===== src/rtl/spi_port_pkg.sv =====
// Package of register offsets, field positions, reset values and timing
package spi_port_pkg;
	// ==========================================================
	// Register offsets in the special-function-register space
	localparam logic [7:0] TX_DATA_OFS = 8'he6;
	localparam logic [7:0] RX_DATA_OFS = 8'he7;
	localparam logic [7:0] CFG_OFS = 8'he9;
	localparam logic [7:0] STATUS_OFS = 8'hea;
	// ==========================================================
	// Configuration field positions
	localparam int CFG_TRIGGER_BIT = 0;
	localparam int CFG_LSB_FIRST_BIT = 1;
	localparam int CFG_MASTER_BIT = 2;
	localparam int CFG_SS_IN_EN_BIT = 3;
	localparam int CFG_OVERWRITE_BIT = 4;
	localparam logic [7:0] CFG_RESET = 8'h00;
	// ==========================================================
	// Status field positions
	localparam int ST_BUSY_BIT = 7;
	localparam int ST_MULTI_MASTER_ERROR_BIT = 6;
	localparam int ST_RXOF_BIT = 5;
	localparam int ST_RXIRQ_BIT = 4;
	localparam int ST_RXFULL_BIT = 3;
	localparam int ST_TXIRQ_BIT = 1;
	localparam int ST_TXFULL_BIT = 0;
	localparam logic [7:0] DATA_RESET = 8'h00;
	// ==========================================================
	// Timing: master serial clock half period; also bits per byte and transmit FIFO depth
	localparam int CLOCK_NS = 25;
	localparam int SCLK_HALF_NS = 100;
	localparam int SCLK_HALF_CYC = (SCLK_HALF_NS / CLOCK_NS < 1) ? 1 :
		SCLK_HALF_NS / CLOCK_NS;
	localparam int BITS_PER_BYTE = 8;
	localparam int TX_FIFO_DEPTH = 4;
endpackage


===== src/rtl/spi_tx_fifo.sv =====
// Small parameterised FIFO between the transmit register and the shifter
`timescale 1ns/1ps
`default_nettype none
module spi_tx_fifo #(
	parameter int WIDTH = 8,
	parameter int DEPTH = 4
) (
	// Clock and reset
	input wire logic clock,
	input wire logic rst_n,
	// Filling side
	input wire logic in_valid,
	output logic in_ready,
	input wire logic [WIDTH-1:0] in_data,
	// Draining side
	input wire logic out_ready,
	output logic out_valid,
	output logic [WIDTH-1:0] out_data
);
	localparam int AW = (DEPTH > 1) ? $clog2(DEPTH) : 1;
	logic [WIDTH-1:0] mem_q [DEPTH];
	logic [AW-1:0] wr_q, wr_d, rd_q, rd_d;
	logic [AW:0] cnt_q, cnt_d;
	logic push, pop;

	// Honest full and empty come straight from the fill count
	assign in_ready = (cnt_q != AW'(0) + (AW+1)'(DEPTH)) ? 1'b1 : 1'b0;
	assign out_valid = (cnt_q != '0);
	assign out_data = mem_q[rd_q];
	assign push = in_valid && in_ready;
	assign pop = out_ready && out_valid;

	// Pointer and count update, wrapping at the depth
	always_comb begin
		wr_d = wr_q;
		rd_d = rd_q;
		cnt_d = cnt_q;
		if (push) begin
			wr_d = (wr_q == AW'(DEPTH - 1)) ? '0 : wr_q + 1'b1;
		end
		if (pop) begin
			rd_d = (rd_q == AW'(DEPTH - 1)) ? '0 : rd_q + 1'b1;
		end
		if (push && !pop) begin
			cnt_d = cnt_q + 1'b1;
		end else if (pop && !push) begin
			cnt_d = cnt_q - 1'b1;
		end
	end

	always_ff @(posedge clock or negedge rst_n) begin
		if (!rst_n) begin
			wr_q <= '0;
			rd_q <= '0;
			cnt_q <= '0;
		end else begin
			wr_q <= wr_d;
			rd_q <= rd_d;
			cnt_q <= cnt_d;
		end
	end

	// Storage carries no reset; only written entries are ever read
	always_ff @(posedge clock) begin
		if (push) begin
			mem_q[wr_q] <= in_data;
		end
	end
endmodule
`default_nettype wire


===== src/rtl/spi_port.sv =====
// Byte-wide serial port: transfer mode, bit order and status flags
`timescale 1ns/1ps
`default_nettype none
// Behaviour
// - Bit order: 0 sends MSB first, 1 LSB
// - Mode 0: receive-register read starts transfer, irq
// - Mode 1: transmit write starts transfer, empty irq
// - Status bit 7 busy while moving data
// - Select asserted during master transfer sets bit 6
// - Unread receive byte at next end: bit 5
// - Overflow overwrites only when overwrite enabled
// - Receive-register read clears status bit 4
// - Bit 4 zero when no unread byte
// - Mode 0 stops when byte left unread
// - Transmit write clears transmit interrupt flag
module spi_port (
	// Clock and reset
	input wire logic clock,
	input wire logic rst_n,
	// Special-function-register port
	input wire logic [7:0] sfr_addr,
	input wire logic sfr_wr,
	input wire logic sfr_rd,
	input wire logic [7:0] sfr_wdata,
	output logic [7:0] sfr_rdata,
	// Interrupt request to the core
	output logic irq_req,
	// Serial pins, each as input, output and enable
	input wire logic sclk_i,
	output logic sclk_o,
	output logic sclk_oe,
	input wire logic mosi_i,
	output logic mosi_o,
	output logic mosi_oe,
	input wire logic miso_i,
	output logic miso_o,
	output logic miso_oe,
	input wire logic ss_n_i,
	output logic ss_n_o,
	output logic ss_n_oe
);
	typedef enum logic [0:0] {
		ST_IDLE = 1'b0,
		ST_XFER = 1'b1
	} state_t;

	// ==========================================================
	// Pin synchronisers: sclk, mosi, miso, ss_n
	logic [3:0] pin_raw, s1_q, s2_q;
	logic sclk_s3_q;
	assign pin_raw = {ss_n_i, miso_i, mosi_i, sclk_i};
	genvar g;
	generate
		for (g = 0; g < 4; g++) begin : g_sync
			always_ff @(posedge clock or negedge rst_n) begin
				if (!rst_n) begin
					// Select idles high; a low start would fake a select
					s1_q[g] <= (g == 3) ? 1'b1 : 1'b0;
					s2_q[g] <= (g == 3) ? 1'b1 : 1'b0;
				end else begin
					s1_q[g] <= pin_raw[g];
					s2_q[g] <= s1_q[g];
				end
			end
		end
	endgenerate

	// ==========================================================
	// State
	state_t state_q, state_d;
	logic [7:0] cfg_q, cfg_d, rx_q, rx_d, sh_q, sh_d, rdata_q, rdata_d;
	logic [2:0] bit_q, bit_d;
	logic [15:0] div_q, div_d;
	logic in_bit_q, in_bit_d, sclk_q, sclk_d, go_q, go_d;
	logic busy_q, busy_d, multi_master_error_q, multi_master_error_d, rxof_q, rxof_d;
	logic rxirq_q, rxirq_d, txirq_q, txirq_d, irq_q, irq_d;
	logic out_q, out_d, mosi_oe_q, mosi_oe_d, miso_oe_q, miso_oe_d;
	logic ssn_q, ssn_d, ss_oe_q, ss_oe_d;
	logic wr_tx, wr_cfg, rd_rx, rd_st, rise, fall, done, load;
	logic fifo_valid, fifo_ready, fifo_pop;
	logic [7:0] fifo_data, rx_byte;
	logic master, lsb, transfer_trigger_select, ss_act;

	assign master = cfg_q[spi_port_pkg::CFG_MASTER_BIT];
	assign lsb = cfg_q[spi_port_pkg::CFG_LSB_FIRST_BIT];
	assign transfer_trigger_select = cfg_q[spi_port_pkg::CFG_TRIGGER_BIT];
	assign ss_act = !s2_q[3];
	assign wr_tx = sfr_wr && (sfr_addr == spi_port_pkg::TX_DATA_OFS);
	assign wr_cfg = sfr_wr && (sfr_addr == spi_port_pkg::CFG_OFS);
	assign rd_rx = sfr_rd && (sfr_addr == spi_port_pkg::RX_DATA_OFS);
	assign rd_st = sfr_rd && (sfr_addr == spi_port_pkg::STATUS_OFS);

	// Transmit words queue here; a full queue shows in status bit 0
	spi_tx_fifo #(
		.WIDTH(8),
		.DEPTH(spi_port_pkg::TX_FIFO_DEPTH)
	) u_tx_fifo (
		.clock(clock),
		.rst_n(rst_n),
		.in_valid(wr_tx),
		.in_ready(fifo_ready),
		.in_data(sfr_wdata),
		.out_ready(fifo_pop),
		.out_valid(fifo_valid),
		.out_data(fifo_data)
	);

	// Edges: master from its own divider, slave from the synced pin
	always_comb begin
		if (master) begin
			rise = (state_q == ST_XFER) && (div_q == '0) && !sclk_q;
			fall = (state_q == ST_XFER) && (div_q == '0) && sclk_q;
		end else begin
			rise = (state_q == ST_XFER) && s2_q[0] && !sclk_s3_q;
			fall = (state_q == ST_XFER) && !s2_q[0] && sclk_s3_q;
		end
		done = fall && (bit_q == 3'(spi_port_pkg::BITS_PER_BYTE - 1));
		rx_byte = lsb ? {in_bit_q, sh_q[7:1]} : {sh_q[6:0], in_bit_q};
	end

	// Next-state logic for the shifter, flags and register file
	always_comb begin
		state_d = state_q;
		cfg_d = cfg_q;
		rx_d = rx_q;
		sh_d = sh_q;
		bit_d = bit_q;
		div_d = div_q;
		in_bit_d = in_bit_q;
		sclk_d = sclk_q;
		go_d = go_q;
		multi_master_error_d = multi_master_error_q;
		rxof_d = rxof_q;
		rxirq_d = rxirq_q;
		txirq_d = txirq_q;
		load = 1'b0;
		if (wr_cfg) begin
			cfg_d = sfr_wdata;
		end
		// Reads clear; a same-cycle hardware set below still wins
		if (rd_rx) begin
			rxirq_d = 1'b0;
		end
		if (rd_st) begin
			rxof_d = 1'b0;
			multi_master_error_d = 1'b0;
		end
		if (wr_tx) begin
			txirq_d = 1'b0;
		end else if (!fifo_valid) begin
			txirq_d = 1'b1;
		end
		// Master divider runs only inside a transfer
		if (state_q == ST_XFER && master) begin
			if (div_q == '0) begin
				div_d = 16'(spi_port_pkg::SCLK_HALF_CYC - 1);
				sclk_d = !sclk_q;
			end else begin
				div_d = div_q - 1'b1;
			end
		end
		if (rise) begin
			in_bit_d = master ? s2_q[2] : s2_q[1];
		end
		if (fall) begin
			sh_d = rx_byte;
			bit_d = bit_q + 1'b1;
		end
		if (done) begin
			// Unread byte at the end of the next one is an overflow
			if (rxirq_q && !rd_rx) begin
				rxof_d = 1'b1;
			end
			if (!rxirq_q || rd_rx || cfg_q[spi_port_pkg::CFG_OVERWRITE_BIT]) begin
				rx_d = rx_byte;
			end
			rxirq_d = 1'b1;
		end
		case (state_q)
			ST_IDLE: begin
				sclk_d = 1'b0;
				div_d = 16'(spi_port_pkg::SCLK_HALF_CYC - 1);
				if (master && (transfer_trigger_select ? fifo_valid : go_q)) begin
					load = 1'b1;
					go_d = 1'b0;
				end else if (!master && ss_act) begin
					load = 1'b1;
				end
			end
			ST_XFER: begin
				if (master && cfg_q[spi_port_pkg::CFG_SS_IN_EN_BIT] && ss_act) begin
					multi_master_error_d = 1'b1;
					state_d = ST_IDLE;
				end else if (!master && !ss_act) begin
					state_d = ST_IDLE;
				end else if (done) begin
					// Mode 0 only goes on once the last byte was read
					state_d = ST_IDLE;
					if (master && (transfer_trigger_select ? fifo_valid : go_q)) begin
						load = 1'b1;
						go_d = 1'b0;
					end else if (!master) begin
						load = 1'b1;
					end
				end
			end
			default: state_d = ST_IDLE;
		endcase
		// Mode 0: a receive read asks for a byte; it outlives a load
		if (rd_rx && !transfer_trigger_select) begin
			go_d = 1'b1;
		end
		if (load) begin
			state_d = ST_XFER;
			sh_d = fifo_valid ? fifo_data : spi_port_pkg::DATA_RESET;
			bit_d = '0;
		end
	end
	assign fifo_pop = load && fifo_valid;

	// Registered pins, status and read data
	always_comb begin
		out_d = lsb ? sh_d[0] : sh_d[7];
		busy_d = (state_d == ST_XFER);
		mosi_oe_d = master;
		miso_oe_d = !master && ss_act;
		ss_oe_d = master && !cfg_d[spi_port_pkg::CFG_SS_IN_EN_BIT];
		ssn_d = !(master && state_d == ST_XFER);
		irq_d = transfer_trigger_select ? txirq_d : rxirq_d;
		rdata_d = 8'h00;
		case (sfr_addr)
			spi_port_pkg::RX_DATA_OFS: rdata_d = rx_q;
			spi_port_pkg::CFG_OFS: rdata_d = cfg_q;
			spi_port_pkg::STATUS_OFS: begin
				rdata_d[spi_port_pkg::ST_BUSY_BIT] = busy_q;
				rdata_d[spi_port_pkg::ST_MULTI_MASTER_ERROR_BIT] = multi_master_error_q;
				rdata_d[spi_port_pkg::ST_RXOF_BIT] = rxof_q;
				rdata_d[spi_port_pkg::ST_RXIRQ_BIT] = rxirq_q;
				rdata_d[spi_port_pkg::ST_RXFULL_BIT] = rxirq_q;
				rdata_d[spi_port_pkg::ST_TXIRQ_BIT] = txirq_q;
				rdata_d[spi_port_pkg::ST_TXFULL_BIT] = !fifo_ready;
			end
			default: rdata_d = 8'h00;
		endcase
	end

	// Every flag starts clear so nothing is reported before it happens
	always_ff @(posedge clock or negedge rst_n) begin
		if (!rst_n) begin
			state_q <= ST_IDLE;
			cfg_q <= spi_port_pkg::CFG_RESET;
			rx_q <= spi_port_pkg::DATA_RESET;
			sh_q <= spi_port_pkg::DATA_RESET;
			rdata_q <= 8'h00;
			bit_q <= '0;
			div_q <= '0;
			in_bit_q <= 1'b0;
			sclk_q <= 1'b0;
			sclk_s3_q <= 1'b0;
			go_q <= 1'b0;
			busy_q <= 1'b0;
			multi_master_error_q <= 1'b0;
			rxof_q <= 1'b0;
			rxirq_q <= 1'b0;
			txirq_q <= 1'b0;
			irq_q <= 1'b0;
			out_q <= 1'b0;
			mosi_oe_q <= 1'b0;
			miso_oe_q <= 1'b0;
			ssn_q <= 1'b1;
			ss_oe_q <= 1'b0;
		end else begin
			state_q <= state_d;
			cfg_q <= cfg_d;
			rx_q <= rx_d;
			sh_q <= sh_d;
			rdata_q <= rdata_d;
			bit_q <= bit_d;
			div_q <= div_d;
			in_bit_q <= in_bit_d;
			sclk_q <= sclk_d;
			sclk_s3_q <= s2_q[0];
			go_q <= go_d;
			busy_q <= busy_d;
			multi_master_error_q <= multi_master_error_d;
			rxof_q <= rxof_d;
			rxirq_q <= rxirq_d;
			txirq_q <= txirq_d;
			irq_q <= irq_d;
			out_q <= out_d;
			mosi_oe_q <= mosi_oe_d;
			miso_oe_q <= miso_oe_d;
			ssn_q <= ssn_d;
			ss_oe_q <= ss_oe_d;
		end
	end

	assign sfr_rdata = rdata_q;
	assign irq_req = irq_q;
	assign sclk_o = sclk_q;
	assign sclk_oe = mosi_oe_q;
	assign mosi_o = out_q;
	assign mosi_oe = mosi_oe_q;
	assign miso_o = out_q;
	assign miso_oe = miso_oe_q;
	assign ss_n_o = ssn_q;
	assign ss_n_oe = ss_oe_q;

	// ==========================================================
	// Assertions
	property p_order;
		@(posedge clock) disable iff (!rst_n)
		load |=> out_q == (lsb ? sh_q[0] : sh_q[7]);
	endproperty
	a_order: assert property (p_order) else $error("bad bit order");
	property p_mode0_start;
		@(posedge clock) disable iff (!rst_n)
		state_q == ST_IDLE && master && !transfer_trigger_select && !go_q && !ss_act
		|=> state_q == ST_IDLE;
	endproperty
	a_mode0_start: assert property (p_mode0_start) else $error("mode0 start");
	property p_txirq_set;
		@(posedge clock) disable iff (!rst_n)
		!wr_tx && !fifo_valid |=> txirq_q;
	endproperty
	a_txirq_set: assert property (p_txirq_set) else $error("tx irq");
	property p_busy;
		@(posedge clock) disable iff (!rst_n)
		##1 busy_q == (state_q == ST_XFER);
	endproperty
	a_busy: assert property (p_busy) else $error("busy wrong");
	property p_multi_master_error;
		@(posedge clock) disable iff (!rst_n)
		state_q == ST_XFER && master && ss_act &&
		cfg_q[spi_port_pkg::CFG_SS_IN_EN_BIT] |=> multi_master_error_q && state_q == ST_IDLE;
	endproperty
	a_multi_master_error: assert property (p_multi_master_error) else $error("multi_master_error missed");
	property p_ovf;
		@(posedge clock) disable iff (!rst_n)
		done && rxirq_q && !rd_rx |=> rxof_q;
	endproperty
	a_ovf: assert property (p_ovf) else $error("overflow missed");
	property p_keep;
		@(posedge clock) disable iff (!rst_n)
		done && rxirq_q && !rd_rx && !cfg_q[spi_port_pkg::CFG_OVERWRITE_BIT]
		|=> $stable(rx_q);
	endproperty
	a_keep: assert property (p_keep) else $error("rx overwritten");
	property p_rdclr;
		@(posedge clock) disable iff (!rst_n)
		rd_rx && !done |=> !rxirq_q;
	endproperty
	a_rdclr: assert property (p_rdclr) else $error("rx irq not cleared");
	property p_txclr;
		@(posedge clock) disable iff (!rst_n)
		wr_tx |=> !txirq_q;
	endproperty
	a_txclr: assert property (p_txclr) else $error("tx irq not cleared");
	c_master_byte: cover property (@(posedge clock) disable iff (!rst_n)
		done && master);
	c_slave_byte: cover property (@(posedge clock) disable iff (!rst_n)
		done && !master);
	c_overflow: cover property (@(posedge clock) disable iff (!rst_n)
		$rose(rxof_q));
	c_multi_master_error: cover property (@(posedge clock) disable iff (!rst_n)
		$rose(multi_master_error_q));
endmodule
`default_nettype wire


===== config.mk =====
export PLATFORM = sky130hd
export DESIGN_NAME = spi_port
export DESIGN_NICKNAME = d
export VERILOG_FILES = /design/src/rtl/spi_port_pkg.sv /design/src/rtl/spi_tx_fifo.sv /design/src/rtl/spi_port.sv
export SDC_FILE = /design/constraint.sdc
export NUM_CORES = 1
export LEC_CHECK = 0
export ABC_AREA = 0
export BUFFER_PORTS_ARGS = -buffer_cell sky130_fd_sc_hd__buf_2
export CAP_MARGIN = 40
export CORE_ASPECT_RATIO = 0.6
export CORE_UTILIZATION = 41
export DETAILED_ROUTE_END_ITERATION = 8
export RECOVER_POWER = 25
export SYNTH_ARGS = -nofsm -noshare
export SYNTH_HDL_FRONTEND = slang
export SYNTH_HIERARCHICAL = 1
export SYNTH_SLANG_ARGS = --single-unit
export TNS_END_PERCENT = 10

===== constraint.sdc =====
create_clock -name clock -period 7.32 [get_ports clock]
set_input_delay 0 -clock clock [delete_from_list [all_inputs] [get_ports clock]]
set_output_delay 0 -clock clock [all_outputs]
set_load 0.02 [all_outputs]

==> flow_summary.json <==
{
  "leakage_nw": 2.71,
  "period_share_pct": 50.3,
  "rsz0062_at_grt": "false",
  "async_reset_ff_share_pct": 71.7,
  "synth_fa_ha_area_share_pct": 2.93,
  "tns_ns": 0,
  "finalSetupViolations": 0,
  "yosys.area_share.simple_pct": 11.5,
  "finalClockSkew_ns": 0.00641,
  "clock_latency_ns": 0.41,
  "clockBufferDepth": 2,
  "fin_crit_ns": 3.68,
  "gp_congestion": 0.789,
  "synth_edf_count": 32,
  "synth_top_family_by_area": "multiplexers",
  "muxShareOfSynthArea_pct": 13.6,
  "hpwlAfterDp_um": 7150,
  "drive_gt1_share_pct": 28.6,
  "die_y_um": 87.1,
  "htree_levels": 4,
  "vias_per_cell": 5.07,
  "maxCapViolCount": 1,
  "grt_pass1_vias": 3103,
  "final_hold_viol_count": 0,
  "start_util_pct": 42.9,
  "maxSlewViolCount": 69,
  "ys_seq_area_share_pct": 60.5,
  "path_class": "reg -> reg",
  "mostFrequentLayoutCell": "dfrtp_1",
  "max_freq_ghz": 0.272,
  "avgSynthCellArea_um2": 13.4,
  "num_rows": 30,
  "layout_common_cells": "dfrtp_1 (78), buf_2 (39), nand2_1 (36)",
  "antenna_cells": 0,
  "areaGrowthSynthToFinish_pct": 23.2,
  "ant_nets": 0,
  "crit_path_start_kind": "register",
  "path_clk_slew_ns": 0.05,
  "root_buffer": "clkbuf_16",
  "synth.top_cell.area_share_pct": 39.5,
  "clock-sinks": 113,
  "cp_max_fo": 18,
  "synth_seq_cells": 113,
  "cts_tree": "done",
  "finalNetCount": 469,
  "r2r_setup_slack_ns": 3.64,
  "hold_class": "in -> reg",
  "antenna_found_initial": 0,
  "wl_per_cell_um": 16.9,
  "netlist_area_um2": 4950,
  "place_ws_ns": 3.73,
  "multi_input_area_um2": 1810,
  "syn_nets": 405,
  "pwr_density_cell_nw_per_um2": 322,
  "vias": 3079,
  "status": "complete, but fails checks",
  "critPathCaptureType": "register",
  "globalRouteOverflowTotal": 0,
  "critical_path_required_ns": 7.61,
  "grt_pass1_wl_um": 17000,
  "portBuffers": 40,
  "peakVddDrop_uv": 181,
  "ys.flop_type": "dfrtp_1",
  "violations": "capacitance limit, slew limit",
  "die-width_um": 144,
  "yosysWarnings": 6,
  "synth_compound_area_share_pct": 5.41,
  "core_area_um2": 11500,
  "relSlewSlack_pct": -133,
  "cts_setup_buffers": 0,
  "grt_max_degree": 69,
  "first_pass_iters": 5,
  "die-area_um2": 12500,
  "grt.total_usage_pct": 19.1,
  "seq_area_um2": 2990,
  "syn_inst": 370,
  "synth_cell_types": 53,
  "cts_buffers": 17,
  "cp.arrival_ns": 3.97,
  "first_iter_violations": 252,
  "finalWorstSetupSlack_ns": 3.64,
  "synth_xor_area_share_pct": 3.19,
  "synth.area.top_cells": "dfrtp_1 (39%), edfxtp_1 (19%), mux2_2 (7.7%), mux4_2 (3.6%), nand2_1 (2.7%)",
  "wl_um": 10300,
  "fillerInstances": 954,
  "worst_pin_slew_ns": 3.50,
  "ios": 41,
  "yosysTopAreaCell": "dfrtp_1",
  "drcViolationCount": 0
}
[sequential cells by signal, indices dropped and copies added, names as in the netlist, 2 cells and up]
name	cells
sh_q	8
s1_q	4
rx_q	8
div_q	16
cfg_q	8
bit_q	3
s2_q	4
u_tx_fifo/mem_q	32
sfr_rdata	8
u_tx_fifo/cnt_q	3
u_tx_fifo/rd_q	2
u_tx_fifo/wr_q	2
[cell type report]
cell class                      instances  share of cell area (%)
Clock inverter                         11                    3.04
Tap cell                              160                    3.28
Sequential cell                       113                    49.1
Clock buffer                           21                    7.55
Inverter                               20                    1.23
Multi-Input combinational cell        224                    29.7
Timing Repair Buffer                   58                    6.08
[per-layer routing]
| metal | share of wire, % | routed length, um | GRT usage, % |
|---|---|---|---|
| met1 | 51 | 5270 | 29.0 |
| met2 | 42 | 4290 | 25.3 |
| met3 | 5.9 | 601 | 6.43 |
| met4 | 0.97 | 100 | 6.09 |
| met5 | 0 | 0 | 0 |
[synthesized netlist by cell type, types with 2 or more instances]
| master | n |
|---|---|
| mux2i_1 | 8 |
| ha_1 | 10 |
| dfrtp_1 | 78 |
| xnor2_1 | 8 |
| xor2_1 | 10 |
| nor2b_1 | 5 |
| nand3_1 | 7 |
| buf_4 | 2 |
| or3_1 | 2 |
| mux2_4 | 2 |
| nor4_1 | 3 |
| mux2_2 | 34 |
| dfstp_2 | 3 |
| nor2_1 | 28 |
| nor3_1 | 5 |
| mux4_2 | 8 |
| edfxtp_1 | 32 |
| or2_2 | 2 |
| a21oi_1 | 4 |
| inv_1 | 20 |
| and2_1 | 5 |
| nand2_1 | 36 |
| o21ai_0 | 13 |
| a222oi_1 | 6 |
| buf_2 | 3 |
| nor3b_1 | 2 |
| nand4b_1 | 2 |
| clkbuf_1 | 7 |
[repair_timing]
action,in CTS,in global routing
setup endpoints to repair,0,0
resized for setup,0,0
hold buffers,16,0
endpoints found under the hold margin,128,0
[worst max-delay path: stages (launching register included)]
cell and delay [ns]:
dfrtp_1 0.41, inv_1 0.10, ha_1 0.15, nor4b_1 0.30, nand4_2 0.26, o21ai_1 0.31, nand3_1 0.57, nor2_1 0.38
nand2_4 0.11, ha_1 0.22, inv_1 0.09, fa_1 0.39, mux2_2 0.28
[power by group]
| part | switching, mW | internal [mW] |
|---|---|---|
| clock | 0.282 | 0.619 |
| sequential | 0.0744 | 0.705 |
| combinational | 0.132 | 0.148 |
[metrics by stage]
stage          util (%)  instance area, um^2  cells  power (mW)  hold slack [ns]
3_5_place_dp       46.1                 5320    559        1.06           -0.125
5_1_grt            52.9                 6100    607        2.05           0.0599
6_report           52.9                 6100    607        1.96           0.0542
3_3_place_gp       45.9                 5290    558        1.05            0.105
4_1_cts            53.1                 6120    607        1.98           0.0389
2_1_floorplan         -                 4950    370       0.978           -0.296
[kinds of logic after synthesis]
logic type               Yosys count
AO/OA/AOI/OAI                     35
XOR/XNOR                          18
adder cells (fa/ha/maj)           11
buffers and inverters             33
flip-flops                       113
multiplexers                      52
AND/OR/NAND/NOR                  108
[final timing paths]
kind	start	cells past startpoint	to
max	div_q[0]	12	u_tx_fifo/cnt_q[1]
min	sfr_addr[2]	3	txirq_q
max reg2reg	div_q[0]	12	u_tx_fifo/cnt_q[1]
min reg2reg	s1_q[0]	0	s2_q[0]
max in group asynchronous	rst_n	3	sfr_rdata[2]
min in group asynchronous	rst_n	2	s1_q[3]
Power figures use the tool's default switching activity.
